**config.mk**
```make
export PLATFORM = sky130hd
export DESIGN_NAME = emulator_run_state_gating
export DESIGN_NICKNAME = d
export VERILOG_FILES = /design/src/rtl/run_gate_pkg.sv /design/src/rtl/emulator_run_state_gating.sv
export SDC_FILE = /design/constraint.sdc
export NUM_CORES = 1
export LEC_CHECK = 0
export BUFFER_PORTS_ARGS = -buffer_cell sky130_fd_sc_hd__buf_2
export CORE_MARGIN = 2
export CORE_UTILIZATION = 45
export CTS_BUF_LIST = sky130_fd_sc_hd__clkbuf_8
export DETAILED_ROUTE_END_ITERATION = 8
export GPL_TIMING_DRIVEN = 0
export PLACE_DENSITY_LB_ADDON = 0.3
export SLEW_MARGIN = 10
export SYNTH_ARGS = -nofsm -noshare
export SYNTH_HDL_FRONTEND = slang
export SYNTH_SLANG_ARGS = --single-unit
```
**constraint.sdc**
```tcl
create_clock -name sys_clk -period 6 [get_ports sys_clk]
set_input_delay 0 -clock sys_clk [delete_from_list [all_inputs] [get_ports sys_clk]]
set_output_delay 0 -clock sys_clk [all_outputs]
set_load 0.02 [all_outputs]
```
**src/rtl/run_gate_pkg.sv**
```systemverilog
// Constants and carrier types of the emulator run-state gating block
package run_gate_pkg;

	// =====================================================================
	// Register map (byte addresses, one aligned word each)
	localparam logic [3:0] OFS_CONTROL = 4'h0;
	localparam logic [3:0] OFS_STATUS  = 4'h4;
	localparam logic [3:0] OFS_WORKBASE = 4'h8;
	localparam logic [3:0] OFS_MAPLOW  = 4'hC;

	// =====================================================================
	// Control field positions
	localparam int CTL_RUN      = 0;
	localparam int CTL_CLKINT   = 1;
	localparam int CTL_WAITSEL  = 2;
	localparam int CTL_RSTCMD   = 3;
	localparam int CTL_MAPTOP   = 4;

	// Status field positions
	localparam int ST_RUN       = 0;
	localparam int ST_PWR_LED   = 1;
	localparam int ST_RST_LED   = 2;
	localparam int ST_WAITSEL   = 3;
	localparam int ST_IRQ_PEND  = 4;
	localparam int ST_TGT_CLK   = 5;

	// =====================================================================
	// Reset values and fixed address figures
	localparam logic [31:0] CONTROL_RESET  = 32'h0000_0002;
	localparam logic [19:0] WORKBASE_RESET = 20'h1_0000;
	localparam logic [19:0] WORK_SIZE      = 20'h0_0020;
	localparam logic [19:0] RST_STACK_LO   = 20'h0_FFF9;
	localparam logic [19:0] RST_STACK_HI   = 20'h0_FFFF;
	localparam logic [19:0] MAP_TOP_LO     = 20'h0_FFF8;
	localparam logic [19:0] SFR_HI         = 20'h0_03FF;
	localparam int          USER_STACK_SPARE = 7;

	// Avalon read data for unmapped offsets
	localparam logic [31:0] UNMAPPED_DATA = 32'h0000_0000;

	// =====================================================================
	// Gated target inputs, all active low
	typedef struct packed {
		logic resetN;
		logic nmiN;
		logic readyN;
	} target_in_t;

	// Evaluation processor access request and its routing
	typedef struct packed {
		logic        valid;
		logic        user;
		logic [19:0] addr;
	} access_t;

	typedef struct packed {
		logic toEmuMem;
		logic toTarget;
		logic workArea;
		logic stackArea;
		logic waitState;
	} route_t;

endpackage : run_gate_pkg

```
**src/rtl/emulator_run_state_gating.sv**
```systemverilog
// Run-state gating of target pins, clock choice and memory routing
//
// Design decisions made here: the Avalon-MM interface to the registers and the register addresses.
`timescale 1ns/1ps
`default_nettype none

module emulator_run_state_gating #(
	parameter int SYNC_STAGES = 3
) (
	input  wire logic                    sys_clk,
	input  wire logic                    nrst,
	input  wire logic [3:0]              avs_address,
	input  wire logic                    avs_read,
	input  wire logic                    avs_write,
	input  wire logic [31:0]             avs_writedata,
	output logic [31:0]                  avs_readdata,
	output logic                         avs_waitrequest,
	input  wire run_gate_pkg::target_in_t targetPins,
	input  wire logic                    targetClk,
	input  wire logic                    targetPowerSense,
	input  wire logic                    podOsc,
	input  wire logic                    userWaitSelWrite,
	input  wire logic                    userWaitSelData,
	input  wire logic                    irqRequest,
	input  wire run_gate_pkg::access_t   access,
	output run_gate_pkg::route_t         route,
	output logic                         evalResetN,
	output logic                         evalNmiN,
	output logic                         evalReadyN,
	output logic                         evalClkSelInt,
	output logic                         evalClkGate,
	output logic                         waitSelForced,
	output logic                         irqToCpu,
	output logic                         runLed,
	output logic                         powerLed,
	output logic                         resetLed
);

	if (SYNC_STAGES != 3) begin : g_chk
		$error("SYNC_STAGES must be 3");
	end

	// =====================================================================
	// Pin synchronisers: stage 0 is read only by stage 1
	localparam int NPIN = 5;
	logic [NPIN-1:0] pinRaw;
	logic [NPIN-1:0] s0, s1, s2;
	logic [NPIN-1:0] next_s0, next_s1, next_s2;
	logic [NPIN-1:0] pinStable, next_pinStable;
	assign pinRaw = {targetPowerSense, targetClk, targetPins.readyN,
		targetPins.nmiN, targetPins.resetN};

	genvar gi;
	for (gi = 0; gi < NPIN; gi++) begin : g_pin
		always_comb begin
			next_s0[gi] = pinRaw[gi];
			next_s1[gi] = s0[gi];
			next_s2[gi] = s1[gi];
			next_pinStable[gi] = (s1[gi] == s2[gi]) ? s2[gi] : pinStable[gi];
		end
	end

	always_ff @(posedge sys_clk or negedge nrst) begin
		if (!nrst) begin
			s0 <= 5'h0F;
			s1 <= 5'h0F;
			s2 <= 5'h0F;
			pinStable <= 5'h0F;
		end else begin
			s0 <= next_s0;
			s1 <= next_s1;
			s2 <= next_s2;
			pinStable <= next_pinStable;
		end
	end

	logic pResetN, pNmiN, pReadyN, pClk, pPower;
	assign {pPower, pClk, pReadyN, pNmiN, pResetN} = pinStable;

	// =====================================================================
	// Registers
	logic [31:0] control, next_control;
	logic [19:0] workBase, next_workBase;
	logic        userWaitSel, next_userWaitSel;
	logic        irqPend, next_irqPend;
	logic        tgtRstSeen, next_tgtRstSeen;
	logic [31:0] next_readdata;
	logic        ack, next_ack;
	logic        running;

	assign running = control[run_gate_pkg::CTL_RUN];

	// Waitrequest drops one cycle after the request rises
	always_comb begin
		next_ack = (avs_read | avs_write) & ~ack;
		next_control = control;
		next_workBase = workBase;
		next_userWaitSel = userWaitSel;
		next_readdata = avs_readdata;
		// Writes land at the edge that samples waitrequest low
		if (avs_write && ack) begin
			case (avs_address)
				run_gate_pkg::OFS_CONTROL: next_control = avs_writedata;
				run_gate_pkg::OFS_WORKBASE:
					next_workBase = {avs_writedata[19:1], 1'b0};
				default: ;
			endcase
		end
		if (userWaitSelWrite && running)
			next_userWaitSel = userWaitSelData;
		if (avs_read && !ack) begin
			case (avs_address)
				run_gate_pkg::OFS_CONTROL: next_readdata = control;
				run_gate_pkg::OFS_STATUS: begin
					next_readdata = 32'h0000_0000;
					next_readdata[run_gate_pkg::ST_RUN] = running;
					next_readdata[run_gate_pkg::ST_PWR_LED] = pPower;
					next_readdata[run_gate_pkg::ST_RST_LED] = ~pResetN;
					next_readdata[run_gate_pkg::ST_WAITSEL] = userWaitSel;
					next_readdata[run_gate_pkg::ST_IRQ_PEND] = irqPend;
					next_readdata[run_gate_pkg::ST_TGT_CLK] = pClk;
				end
				run_gate_pkg::OFS_WORKBASE: next_readdata = {12'h000, workBase};
				default: next_readdata = run_gate_pkg::UNMAPPED_DATA;
			endcase
		end
	end

	// Pending request latches while stopped; set wins over the release
	always_comb begin
		next_irqPend = irqPend;
		if (irqRequest && !running)
			next_irqPend = 1'b1;
		else if (running)
			next_irqPend = 1'b0;
		next_tgtRstSeen = running & ~pResetN;
	end

	always_ff @(posedge sys_clk or negedge nrst) begin
		if (!nrst) begin
			control <= run_gate_pkg::CONTROL_RESET;
			workBase <= run_gate_pkg::WORKBASE_RESET;
			userWaitSel <= 1'b0;
			irqPend <= 1'b0;
			tgtRstSeen <= 1'b0;
			avs_readdata <= 32'h0000_0000;
			ack <= 1'b0;
		end else begin
			control <= next_control;
			workBase <= next_workBase;
			userWaitSel <= next_userWaitSel;
			irqPend <= next_irqPend;
			tgtRstSeen <= next_tgtRstSeen;
			avs_readdata <= next_readdata;
			ack <= next_ack;
		end
	end

	assign avs_waitrequest = (avs_read | avs_write) & ~ack;

	// =====================================================================
	// Gated target inputs
	assign evalResetN = running ? pResetN : 1'b1;
	assign evalNmiN = running ? pNmiN : 1'b1;
	// Ready is passed only while running; a stopped target must not stall
	assign evalReadyN = running ? pReadyN : 1'b1;

	// Clock source: internal oscillator never gated by run state
	assign evalClkSelInt = control[run_gate_pkg::CTL_CLKINT];
	assign evalClkGate = evalClkSelInt ? podOsc : pClk;

	assign waitSelForced = running ? userWaitSel : 1'b1;
	assign irqToCpu = running & (irqRequest | irqPend);

	assign runLed = running;
	assign powerLed = pPower;
	assign resetLed = tgtRstSeen;

	// =====================================================================
	// Memory routing
	logic inWork, inStack, topInt, mapInt;
	assign inWork = access.addr >= workBase &&
		access.addr < workBase + run_gate_pkg::WORK_SIZE;
	assign inStack = access.addr >= run_gate_pkg::RST_STACK_LO;
	assign topInt = control[run_gate_pkg::CTL_MAPTOP] |
		control[run_gate_pkg::CTL_RSTCMD];
	// SFR area always external, work area internal only where it lies above the SFR area
	assign mapInt = (access.addr > run_gate_pkg::SFR_HI) &&
		(inWork || (access.addr >= run_gate_pkg::MAP_TOP_LO &&
		access.addr <= run_gate_pkg::RST_STACK_HI && topInt));

	always_comb begin
		route = '0;
		if (access.valid) begin
			route.toEmuMem = mapInt;
			route.toTarget = ~mapInt;
			route.workArea = inWork;
			// Seven bytes that debug control may push
			route.stackArea = inStack &&
				access.addr <= run_gate_pkg::RST_STACK_HI;
			route.waitState = ~mapInt & (~access.user | ~running);
		end
	end

	// =====================================================================
	// Checks
	property p_gate_reset;
		@(posedge sys_clk) disable iff (!nrst)
		!running |-> evalResetN && evalNmiN;
	endproperty
	a_gate_reset: assert property (p_gate_reset)
		else $error("target reset or NMI passed while stopped");

	property p_pass_reset;
		@(posedge sys_clk) disable iff (!nrst)
		running |-> evalResetN == pResetN;
	endproperty
	a_pass_reset: assert property (p_pass_reset)
		else $error("target reset not passed while running");

	property p_wait_forced;
		@(posedge sys_clk) disable iff (!nrst)
		!running |-> waitSelForced;
	endproperty
	a_wait_forced: assert property (p_wait_forced)
		else $error("wait select not forced while stopped");

	property p_irq_held;
		@(posedge sys_clk) disable iff (!nrst)
		!running |-> !irqToCpu;
	endproperty
	a_irq_held: assert property (p_irq_held)
		else $error("interrupt reached cpu while stopped");

	property p_irq_resume;
		@(posedge sys_clk) disable iff (!nrst)
		irqPend && !running ##1 running |-> irqToCpu;
	endproperty
	a_irq_resume: assert property (p_irq_resume)
		else $error("pending interrupt not taken on restart");

	property p_clk_int;
		@(posedge sys_clk) disable iff (!nrst)
		evalClkSelInt |-> evalClkGate == podOsc;
	endproperty
	a_clk_int: assert property (p_clk_int)
		else $error("internal clock not passed");

	property p_ack;
		@(posedge sys_clk) disable iff (!nrst)
		(avs_read || avs_write) && avs_waitrequest |=> !avs_waitrequest;
	endproperty
	a_ack: assert property (p_ack)
		else $error("waitrequest held beyond one cycle");

	property p_work_int;
		@(posedge sys_clk) disable iff (!nrst)
		access.valid && inWork && access.addr > run_gate_pkg::SFR_HI
			|-> route.toEmuMem;
	endproperty
	a_work_int: assert property (p_work_int)
		else $error("work area not routed to emulation memory");

	property p_write_lands;
		@(posedge sys_clk) disable iff (!nrst)
		avs_write && !avs_waitrequest &&
			avs_address == run_gate_pkg::OFS_CONTROL
			|=> control == $past(avs_writedata);
	endproperty
	a_write_lands: assert property (p_write_lands)
		else $error("control write not taken at the accepting edge");

	property p_irq_pend;
		@(posedge sys_clk) disable iff (!nrst)
		irqRequest && !running |=> irqPend;
	endproperty
	a_irq_pend: assert property (p_irq_pend)
		else $error("request while stopped not kept pending");

	property p_clk_ext;
		@(posedge sys_clk) disable iff (!nrst)
		!evalClkSelInt |-> evalClkGate == pClk;
	endproperty
	a_clk_ext: assert property (p_clk_ext)
		else $error("external clock not followed");

	property p_sfr_ext;
		@(posedge sys_clk) disable iff (!nrst)
		access.valid && access.addr <= run_gate_pkg::SFR_HI
			|-> route.toTarget && !route.toEmuMem;
	endproperty
	a_sfr_ext: assert property (p_sfr_ext)
		else $error("special-function access not routed outward");

	c_run: cover property (@(posedge sys_clk) !running ##1 running);
	c_irq: cover property (@(posedge sys_clk) irqPend ##1 irqToCpu);
	c_rst: cover property (@(posedge sys_clk) running && !evalResetN);
	c_write: cover property (@(posedge sys_clk) avs_write && !avs_waitrequest);
	c_top: cover property (@(posedge sys_clk) access.valid && topInt && mapInt);

endmodule : emulator_run_state_gating

`default_nettype wire

```
==> results of run 1 <==
[registers in the layout, indices dropped and copies added, names as in the netlist]
name / count
ack: 1
resetLed: 1
irqPend: 1
s2: 5
next_s1: 5
next_s2: 5
avs_readdata: 32
workBase: 19
userWaitSel: 1
control: 32
pinStable: 5
[layer usage]
metal	vias up	GRT usage, %	part of all wire (%)
met5	-	0	0
met4	0	5.02	1.0
met3	12	5.12	4.4
met2	101	36.4	49
met1	2072	27.8	45
li1	2027	-	-
[worst max-delay path, cell delays in order (launching register included)]
cell,delay [ps]
dfrtp_1,460
nand3_1,190
nor4_1,560
nand4_1,210
xnor2_1,200
ha_1,280
and4_1,240
a221o_1,380
o41ai_2,310
and2_1,170
buf_2,150
[power by group through the flow]
stage          registers [mW]  clock network [mW]  logic, mW
2_1_floorplan           0.905                   0      0.329
3_3_place_gp            0.914                   0      0.466
3_5_place_dp            0.919                   0      0.497
4_1_cts                 0.905               0.588      0.525
5_1_grt                 0.919               0.614      0.586
6_report                0.905               0.574      0.522
[final cells by class]
| cell class | count | area [um2] |
|---|---|---|
| fillers | 995 | 4670 |
| flip-flops and latches | 107 | 2700 |
| multi-input cells | 330 | 2300 |
| repair buffers | 161 | 1050 |
| well taps | 143 | 179 |
| clock buffers | 10 | 138 |
| clock inverters | 6 | 136 |
| plain buffers | 20 | 111 |
| inverters | 23 | 86.3 |
[placed cells by master (no fill, tap or decap), drive strengths merged, types with 2 or more instances in the layout]
| cell type | count |
|---|---|
| nor4 | 6 |
| nand2b | 5 |
| a21oi | 13 |
| inv | 23 |
| mux2 | 38 |
| nor2 | 12 |
| o21ai | 55 |
| nor3 | 4 |
| nand2 | 80 |
| dfrtp | 89 |
| nor2b | 2 |
| clkbuf | 20 |
| dfstp | 18 |
| bufinv | 4 |
| dlygate4sd3 | 43 |
| and3 | 4 |
| nand4 | 5 |
| buf | 128 |
| o211a | 2 |
| maj3 | 5 |
| ha | 35 |
| o21a | 2 |
| a21o | 2 |
| and4 | 2 |
| nand3 | 8 |
| xnor2 | 13 |
| a22oi | 20 |
[cell families after synthesis]
group / synth area share (%)
buffers and inverters: 3.80
adders and majority gates: 9.39
DFF: 51.9
AOI/OAI and AO/OA: 12.1
muxes: 8.42
and+or+nand+nor: 12.2
xor gates and xnor gates: 2.19
[metrics by stage]
stage | setup slack [ps] | instances
CTS | 2440 | 800
detailed placement | 2870 | 741
global placement | 2960 | 740
global route | 2260 | 800
floorplan | 3320 | 480
finish | 2470 | 800
[final timing paths]
check                                               end  slack [ps]  depth (start not counted)
setup / recovery                               route[4]        2470                         10
hold / removal              avs_readdata[0]$_DFFE_PN0P_          90                          4
setup reg to reg           avs_readdata[12]$_DFFE_PN0P_        4120                          5
hold reg to reg                         s2[1]$_DFF_PN1_         350                          0
max in group asynchronous          next_s1[2]$_DFF_PN1_        5160                          3
min in group asynchronous       control[14]$_DFFE_PN0P_         150                          2
==> metrics, run 1 <==
status=finished, final reports clean; Die ar.=approximately 12000 um2; Residual DRC=0; share of power burned in registers=45.2%; total power=between 2 and 2.5 mW; Root Buffer=clkbuf_8; drt pass-1 iters=4; routability congestion estimate=between 0.8 and 0.9; clk_skew=13.9 ps; relative slew slack=53.9%; Clk pwr share=28.7%; setup bufs post-CTS=0; Int Pwr=1.40 mW; Final Hold Fails=0; cell accounting for the most synthesized area=dfrtp_1; sequential share of the synthesized area=51.9%; Area growth syn-to-layout=28.9%; Starting Density=45.7%; via count=4212; # rows=39; Synth top cells by count=89 x dfrtp_1, 80 x nand2_1, 55 x o21ai_0, 35 x ha_1, 28 x mux2_1; Max Root-Sink Buffers=2; core area=11400 um2; count leader, synth=dfrtp_1; top_reg_cell synth=dfrtp_1; CP Data Required Time=6000 ps; post-DP HPWL=9600 um; Post-synth EDFFs=0; placed standard-cell area=about 6000 um2; Post-synth ARST share=between 90% and 100%; worst r2r src=ack$_DFF_PN0_; H-tree Lvls=3; critical path class=register to output port; Comb pwr share=26.1%; Tightest Pin Transition=685 ps; CP Launch Point=workBase[7]$_DFFE_PN0P_; Final nets=758; Via density=5.27; post-cts resize count=0; endpoints failing setup=0; layout cells sized above 1=approximately a quarter; DIE WIDTH=111 um; largest net degree at the start of global routing=55; number of routed nets with antenna violations=0; crit-path max FO=6; wire length per cell=~16 um; sum of negative setup slack=0 ps; Cells after Synth=480; I/O Pins=119; Tcrit/Tclk final=58.8%; peak ir drop on the vdd network=between 0.15 and 0.2 mV; Critical Path AT=3530 ps; synthesized cell area=between 5000 and 6000 um2; Antenna diodes=0; Port Buffer Count=117; die height=111 um; min Tclk post-route=3530 ps; Hold WS=87.2 ps; Pleak=3.22 nW; post-synth cell types=46; share of the synthesized area in the top cell type=42.8%; CTS Buf Count=9; CTS tree=done; syn_area_per_cell=10.8 um2; top cells by area, synth=dfrtp_1 43%, dfstp_2 9.1%, ha_1 8.4%; DRT iter0 DRCs=145; Synth Warn #=0; Hold Crit Start=avs_address[0]; clk_lat worst skew=370 ps; global-route wire length before repair=between 20000 and 25000 um; CTS clk-pin slew, worst paths=approximately 100 ps; fin area=about 6700 um2; GRT Util Overall=21.4%; crit end category=output port; Net Sw Power=a little over 0.6 mW; vias in the first global route=4278; Min-Delay Path Class=input pin to register; Seq cells post-synth=about 110; Final Util=58.9%; startpoint types=register; Clock Sinks=approximately 110; switching part of the total=30.1%; unrepaired setup endpoints after global routing=no; syn nets=586; Max Cap Viol=0; antenna violations before repair=0; grt total ovfl=0; final WL=13000 um; PwrDens=299 nW/um2; Max Slew Vio Count=0; FMAX=0.284 GHz; Hold-fix buffers, CTS=43
No activity file was read; power rests on OpenSTA's default activity.
==> run 2, diff against run 1 <==
Clock period 6 ns to 2.98 ns, I/O delays scaled along.
==> metrics, run 2 (synthesis results as in run 1) <==
DIE WIDTH=111 um; hold depth=4; Final Hold Fails=0; worst path cell trace=nand3_4 -> nor4_4 -> buf_4 -> nand2_1 -> xnor2_1 -> ha_1 -> nand2_1 -> o21ai_0 -> a221o_1 -> o41ai_4 -> and2_1 -> buf_6; GR Util met2=38.0%; Die ar.=12400 um2; die height=111 um; min Tclk post-route=3100 ps; Hold Crit Start=avs_address[0]; # rows=39; H-tree Lvls=3; R2R depth=5; Root Buffer=clkbuf_8; peak ir drop on the vdd network=0.391 mV; Min-Delay Path Class=input pin to register; unrepaired setup endpoints after global routing=yes; Hold WS=89.8 ps; CP most frequent cell=nand2_1; Port Buffer Count=117; Pleak=~3.3 nW; fin area=between 6000 and 7000 um2; Final nets=about 800; clk_lat worst skew=370 ps; critical path class=register to output port; startpoint types=register; DRT iter0 DRCs=between 100 and 150; via count=4326; largest net degree at the start of global routing=55; global-route wire length before repair=between 20000 and 25000 um; GRT Util Overall=22.0%; Critical Path AT=3100 ps; fin worst setup slack=-123 ps; met3 usage=5.28%; failing checks=negative setup slack; Tcrit/Tclk final=104%; CP bufs+invs=2; Residual DRC=0; placed standard-cell area=roughly 6000 um2; met1 Track Usage GR=approximately 28%; CTS tree=done; Tightest Pin Transition=684 ps; Clock Sinks=107; Worst path top cell family by delay=compound AO/OA/AOI/OAI gates; number of routed nets with antenna violations=0; clk_skew=13.2 ps; routability congestion estimate=about 0.85; FMAX=0.322 GHz; Max Root-Sink Buffers=2; most common cell after layout, fill and taps aside=buf_2; CTS Buf Count=9; Starting Density=45.7%; Worst path slowest cell=dfrtp_1; hold worst-path end=avs_readdata[0]$_DFFE_PN0P_; crit end category=output port; Antenna diodes=0; relative slew slack=54.0%; Crit path largest cell delay=440 ps; Filler cells=966; endpoints failing setup=3; core area=~11000 um2; grt total ovfl=0; crit-path max FO=4; PwrDens=607 nW/um2; Area growth syn-to-layout=34.2%; worst r2r src=ack$_DFF_PN0_; post-DP HPWL=9600 um; I/O Pins=119; CP Data Required Time=2980 ps; CTS clk-pin slew, worst paths=90 ps; layout cells sized above 1=a little under a third; final WL=13400 um; Max Cap Viol=0; R2R Setup Slk=1100 ps; wire length per cell=16.3 um; status=complete, but fails checks; Max Slew Vio Count=0; vias in the first global route=4418; drt pass-1 iters=4; biggest regs=avs_readdata: 32 flops, control: 32 flops, workBase: 19 flops; Via density=5.27; GRT Max-Usage Layer=met2; antenna violations before repair=0; most frequent cells in the layout=119 x buf_2, 87 x dfrtp_1, 80 x nand2_1, 55 x o21ai_0, 43 x dlygate4sd3_1; reg2reg end=avs_readdata[12]$_DFFE_PN0P_
-- run 2: cell types whose count changed in the layout (fill, tap and decap cells not counted), sizes merged --
cell  delta
buf     +21
-- run 2: worst max-delay path by stage --
stage | startpoint | endpoint | slack (ps) | depth (start not counted)
after CTS | workBase[10]$_DFFE_PN0P_ | route[4] | -220 | 12
after detailed placement | workBase[7]$_DFFE_PN0P_ | route[4] | -150 | 10
final | workBase[6]$_DFFE_PN0P_ | route[4] | -120 | 12
after global routing | workBase[6]$_DFFE_PN0P_ | route[4] | -260 | 11
after global placement | workBase[7]$_DFFE_PN0P_ | route[4] | -60 | 10
after floorplan | workBase[7]$_DFFE_PN0P_ | route[2] | 300 | 8
-- run 2: layer usage --
metal | vias up | wire length (um)
li1 | 2078 | -
met1 | 2125 | 5930
met2 | 113 | 6710
met3 | 10 | 631
met4 | 0 | 129
met5 | - | 0
-- run 2: what timing repair did --
item                                    in CTS  in global routing
hold buffers                                43                  0
pin swaps                                   11                 16
resized for setup                           20                  7
endpoints found under the setup margin       4                  4
hold endpoints to repair                   115                  0
buffers inserted                            17                  4
-- run 2: tightest hold or removal path: stages --
cell     delay [ps]
buf_2           130
nor3_1          120
nand2_1          90
o21ai_0          70
-- run 2: area by class of cell --
type	count	area [um2]	share of cell area [%]
well taps	143	179	2.56
inverters	23	88.8	1.27
multi-input cells	330	2400	34.5
repair buffers	182	1220	17.4
plain buffers	20	111	1.60
flip-flops and latches	107	2700	38.7
clock inverters	6	136	1.95
clock buffers	10	138	1.97
-- run 2: power breakdown --
group          leakage [nW]  switching (mW)  total (mW)  internal (mW)
sequential             1.33           0.148        1.82           1.67
combinational          1.86           0.659        1.26          0.601
clock                 0.133           0.485        1.15          0.667
-- run 2: metrics by stage --
step | setup TNS [ps] | worst slack, ps | utilization [%] | total power [mW] | instances
2_1_floorplan | 0 | 302 | - | 2.48 | 480
3_3_place_gp | -55.9 | -55.9 | 52.4 | 2.78 | 740
3_5_place_dp | -297 | -150 | 52.7 | 2.85 | 741
4_1_cts | -560 | -224 | 60.7 | 4.20 | 817
5_1_grt | -813 | -262 | 61.4 | 4.47 | 821
6_report | -257 | -123 | 61.4 | 4.23 | 821
==> run 3, diff against run 2 <==
Settings changed: GPL_TIMING_DRIVEN 0 to 1, TNS_END_PERCENT set to 1.
==> metrics, run 3 (synthesis results as in run 1) <==
status=complete, but fails checks; failing checks=negative setup slack; relative slew slack=48.3%; CTS tree=done; Min-Delay Path Class=input pin to register; Max Cap Viol=0; Pleak=3.26 nW; # rows=39; CP bufs+invs=3; critical path class=register to output port; via count=4293; DR WL met3=roughly 730 um; Residual DRC=0; placed standard-cell area=a little under 6000 um2; Final Util=60.1%; wire length per cell=16.2 um; startpoint types=register; worst path cell trace=inv_4 -> nor3_4 -> nand3_4 -> nor2_4 -> nand3_2 -> xnor2_2 -> ha_1 -> and4_1 -> buf_4 -> o211a_1 -> o41ai_4 -> and2_4 -> buf_6; min Tclk post-route=3050 ps; FMAX=0.328 GHz; DR WL met2=6450 um; post-DP HPWL=about 9000 um; Tightest Pin Transition=770 ps; peak ir drop on the vdd network=0.451 mV; core area=11400 um2; Max Root-Sink Buffers=2; met1 WL=5700 um; antenna violations before repair=0; DIE WIDTH=111 um; endpoints failing setup=2; sum of negative setup slack=-93.0 ps; fin area=6830 um2; Starting Density=45.7%; clk_lat worst skew=370 ps; Port Buffer Count=118; drt pass-1 iters=5; clk_skew=17.2 ps; Tcrit/Tclk final=102%; GRT Util Overall=21.5%; Critical Path AT=3050 ps; layout cells sized above 1=31.9%; uppermost layer routed=met4; Via density=5.31; grt total ovfl=0; Worst path slowest cell=dfrtp_1; CTS clk-pin slew, worst paths=110 ps; Crit path largest cell delay=~400 ps; global-route wire length before repair=roughly 21000 um; DRT iter0 DRCs=between 200 and 300; die height=111 um; I/O Pins=119; Hold WS=102 ps; dpl ws=59.1 ps; Area growth syn-to-layout=31.4%; crit-path max FO=4; largest net degree at the start of global routing=52; most frequent cells in the layout=115 x buf_2, 88 x dfrtp_1, 79 x nand2_1, 54 x o21ai_0, 43 x dlygate4sd3_1; fin worst setup slack=-71.4 ps; Final nets=766; unrepaired setup endpoints after global routing=yes; final WL=between 10000 and 15000 um; Inst Count DP=729; Root Buffer=clkbuf_8; crit end category=output port; Worst path top cell family by delay=simple AND/OR/NAND/NOR gates; CP Data Required Time=2980 ps; Max Slew Vio Count=0; Die ar.=12400 um2; PwrDens=a little under 600 nW/um2; Clock Sinks=107; routability congestion estimate=0.816; vias in the first global route=4429; biggest regs=avs_readdata: 32 flops, control: 32 flops, workBase: 19 flops; total power=3.95 mW; fin cells=808; CTS Buf Count=9; number of routed nets with antenna violations=0; Antenna diodes=0; H-tree Lvls=3; Final Hold Fails=0; most common cell after layout, fill and taps aside=buf_2
## run 3: cell count changes in the layout (fill, tap and decap cells not counted), sizes merged
cell    previous run  this run
clkbuf            20        10
buf              149       146
bufinv             4         1
inv               23        26
## run 3: what timing repair did
item / 4_1_cts / 5_1_grt
resized for setup: 21 / 7
setup buffers: 13 / 7
pin swaps: 10 / 11
hold buffers: 43 / 0
endpoints found under the setup margin: 4 / 4
hold endpoints to repair: 98 / 0
## run 3: cell type report
type / instances / area, um2
Fill cell: 938 / 4540
Sequential cell: 107 / 2700
Multi-Input combinational cell: 330 / 2410
Timing Repair Buffer: 189 / 1250
Tap cell: 143 / 179
Clock buffer: 10 / 138
Inverter: 23 / 88.8
Clock inverter: 6 / 63.8
## run 3: power by group
part	total (mW)	switching, mW	internal, mW	leakage [nW]
sequential	1.83	0.154	1.67	1.33
combinational	1.22	0.636	0.587	1.83
clock	0.903	0.490	0.414	0.104
total	3.95	1.28	2.67	3.26
## run 3: routing by layer
layer / global-route usage (%) / vias to the layer above
met4: 5.51 / 0
li1: - / 2054
met1: 27.1 / 2081
met2: 37.1 / 134
met5: 0 / -
met3: 5.50 / 24
## run 3: tightest hold or removal path, cell delays in order
cell and delay, ps:
buf_2 130, nor3_1 140, nand2_1 90, o21ai_0 70
## run 3: final timing paths
check                                         from                           to  slack (ps)  depth (start not counted)
setup / recovery           workBase[8]$_DFFE_PN0P_                     route[4]         -70                         13
hold / removal                      avs_address[3]  avs_readdata[0]$_DFFE_PN0P_         100                          4
setup reg to reg                     ack$_DFF_PN0_      control[11]$_DFFE_PN0P_        1300                          3
hold reg to reg               next_s1[1]$_DFF_PN1_         next_s2[1]$_DFF_PN1_         340                          0
max in group asynchronous                     nrst         next_s1[1]$_DFF_PN1_        1890                          3
min in group asynchronous                     nrst      control[18]$_DFFE_PN0P_         180                          2
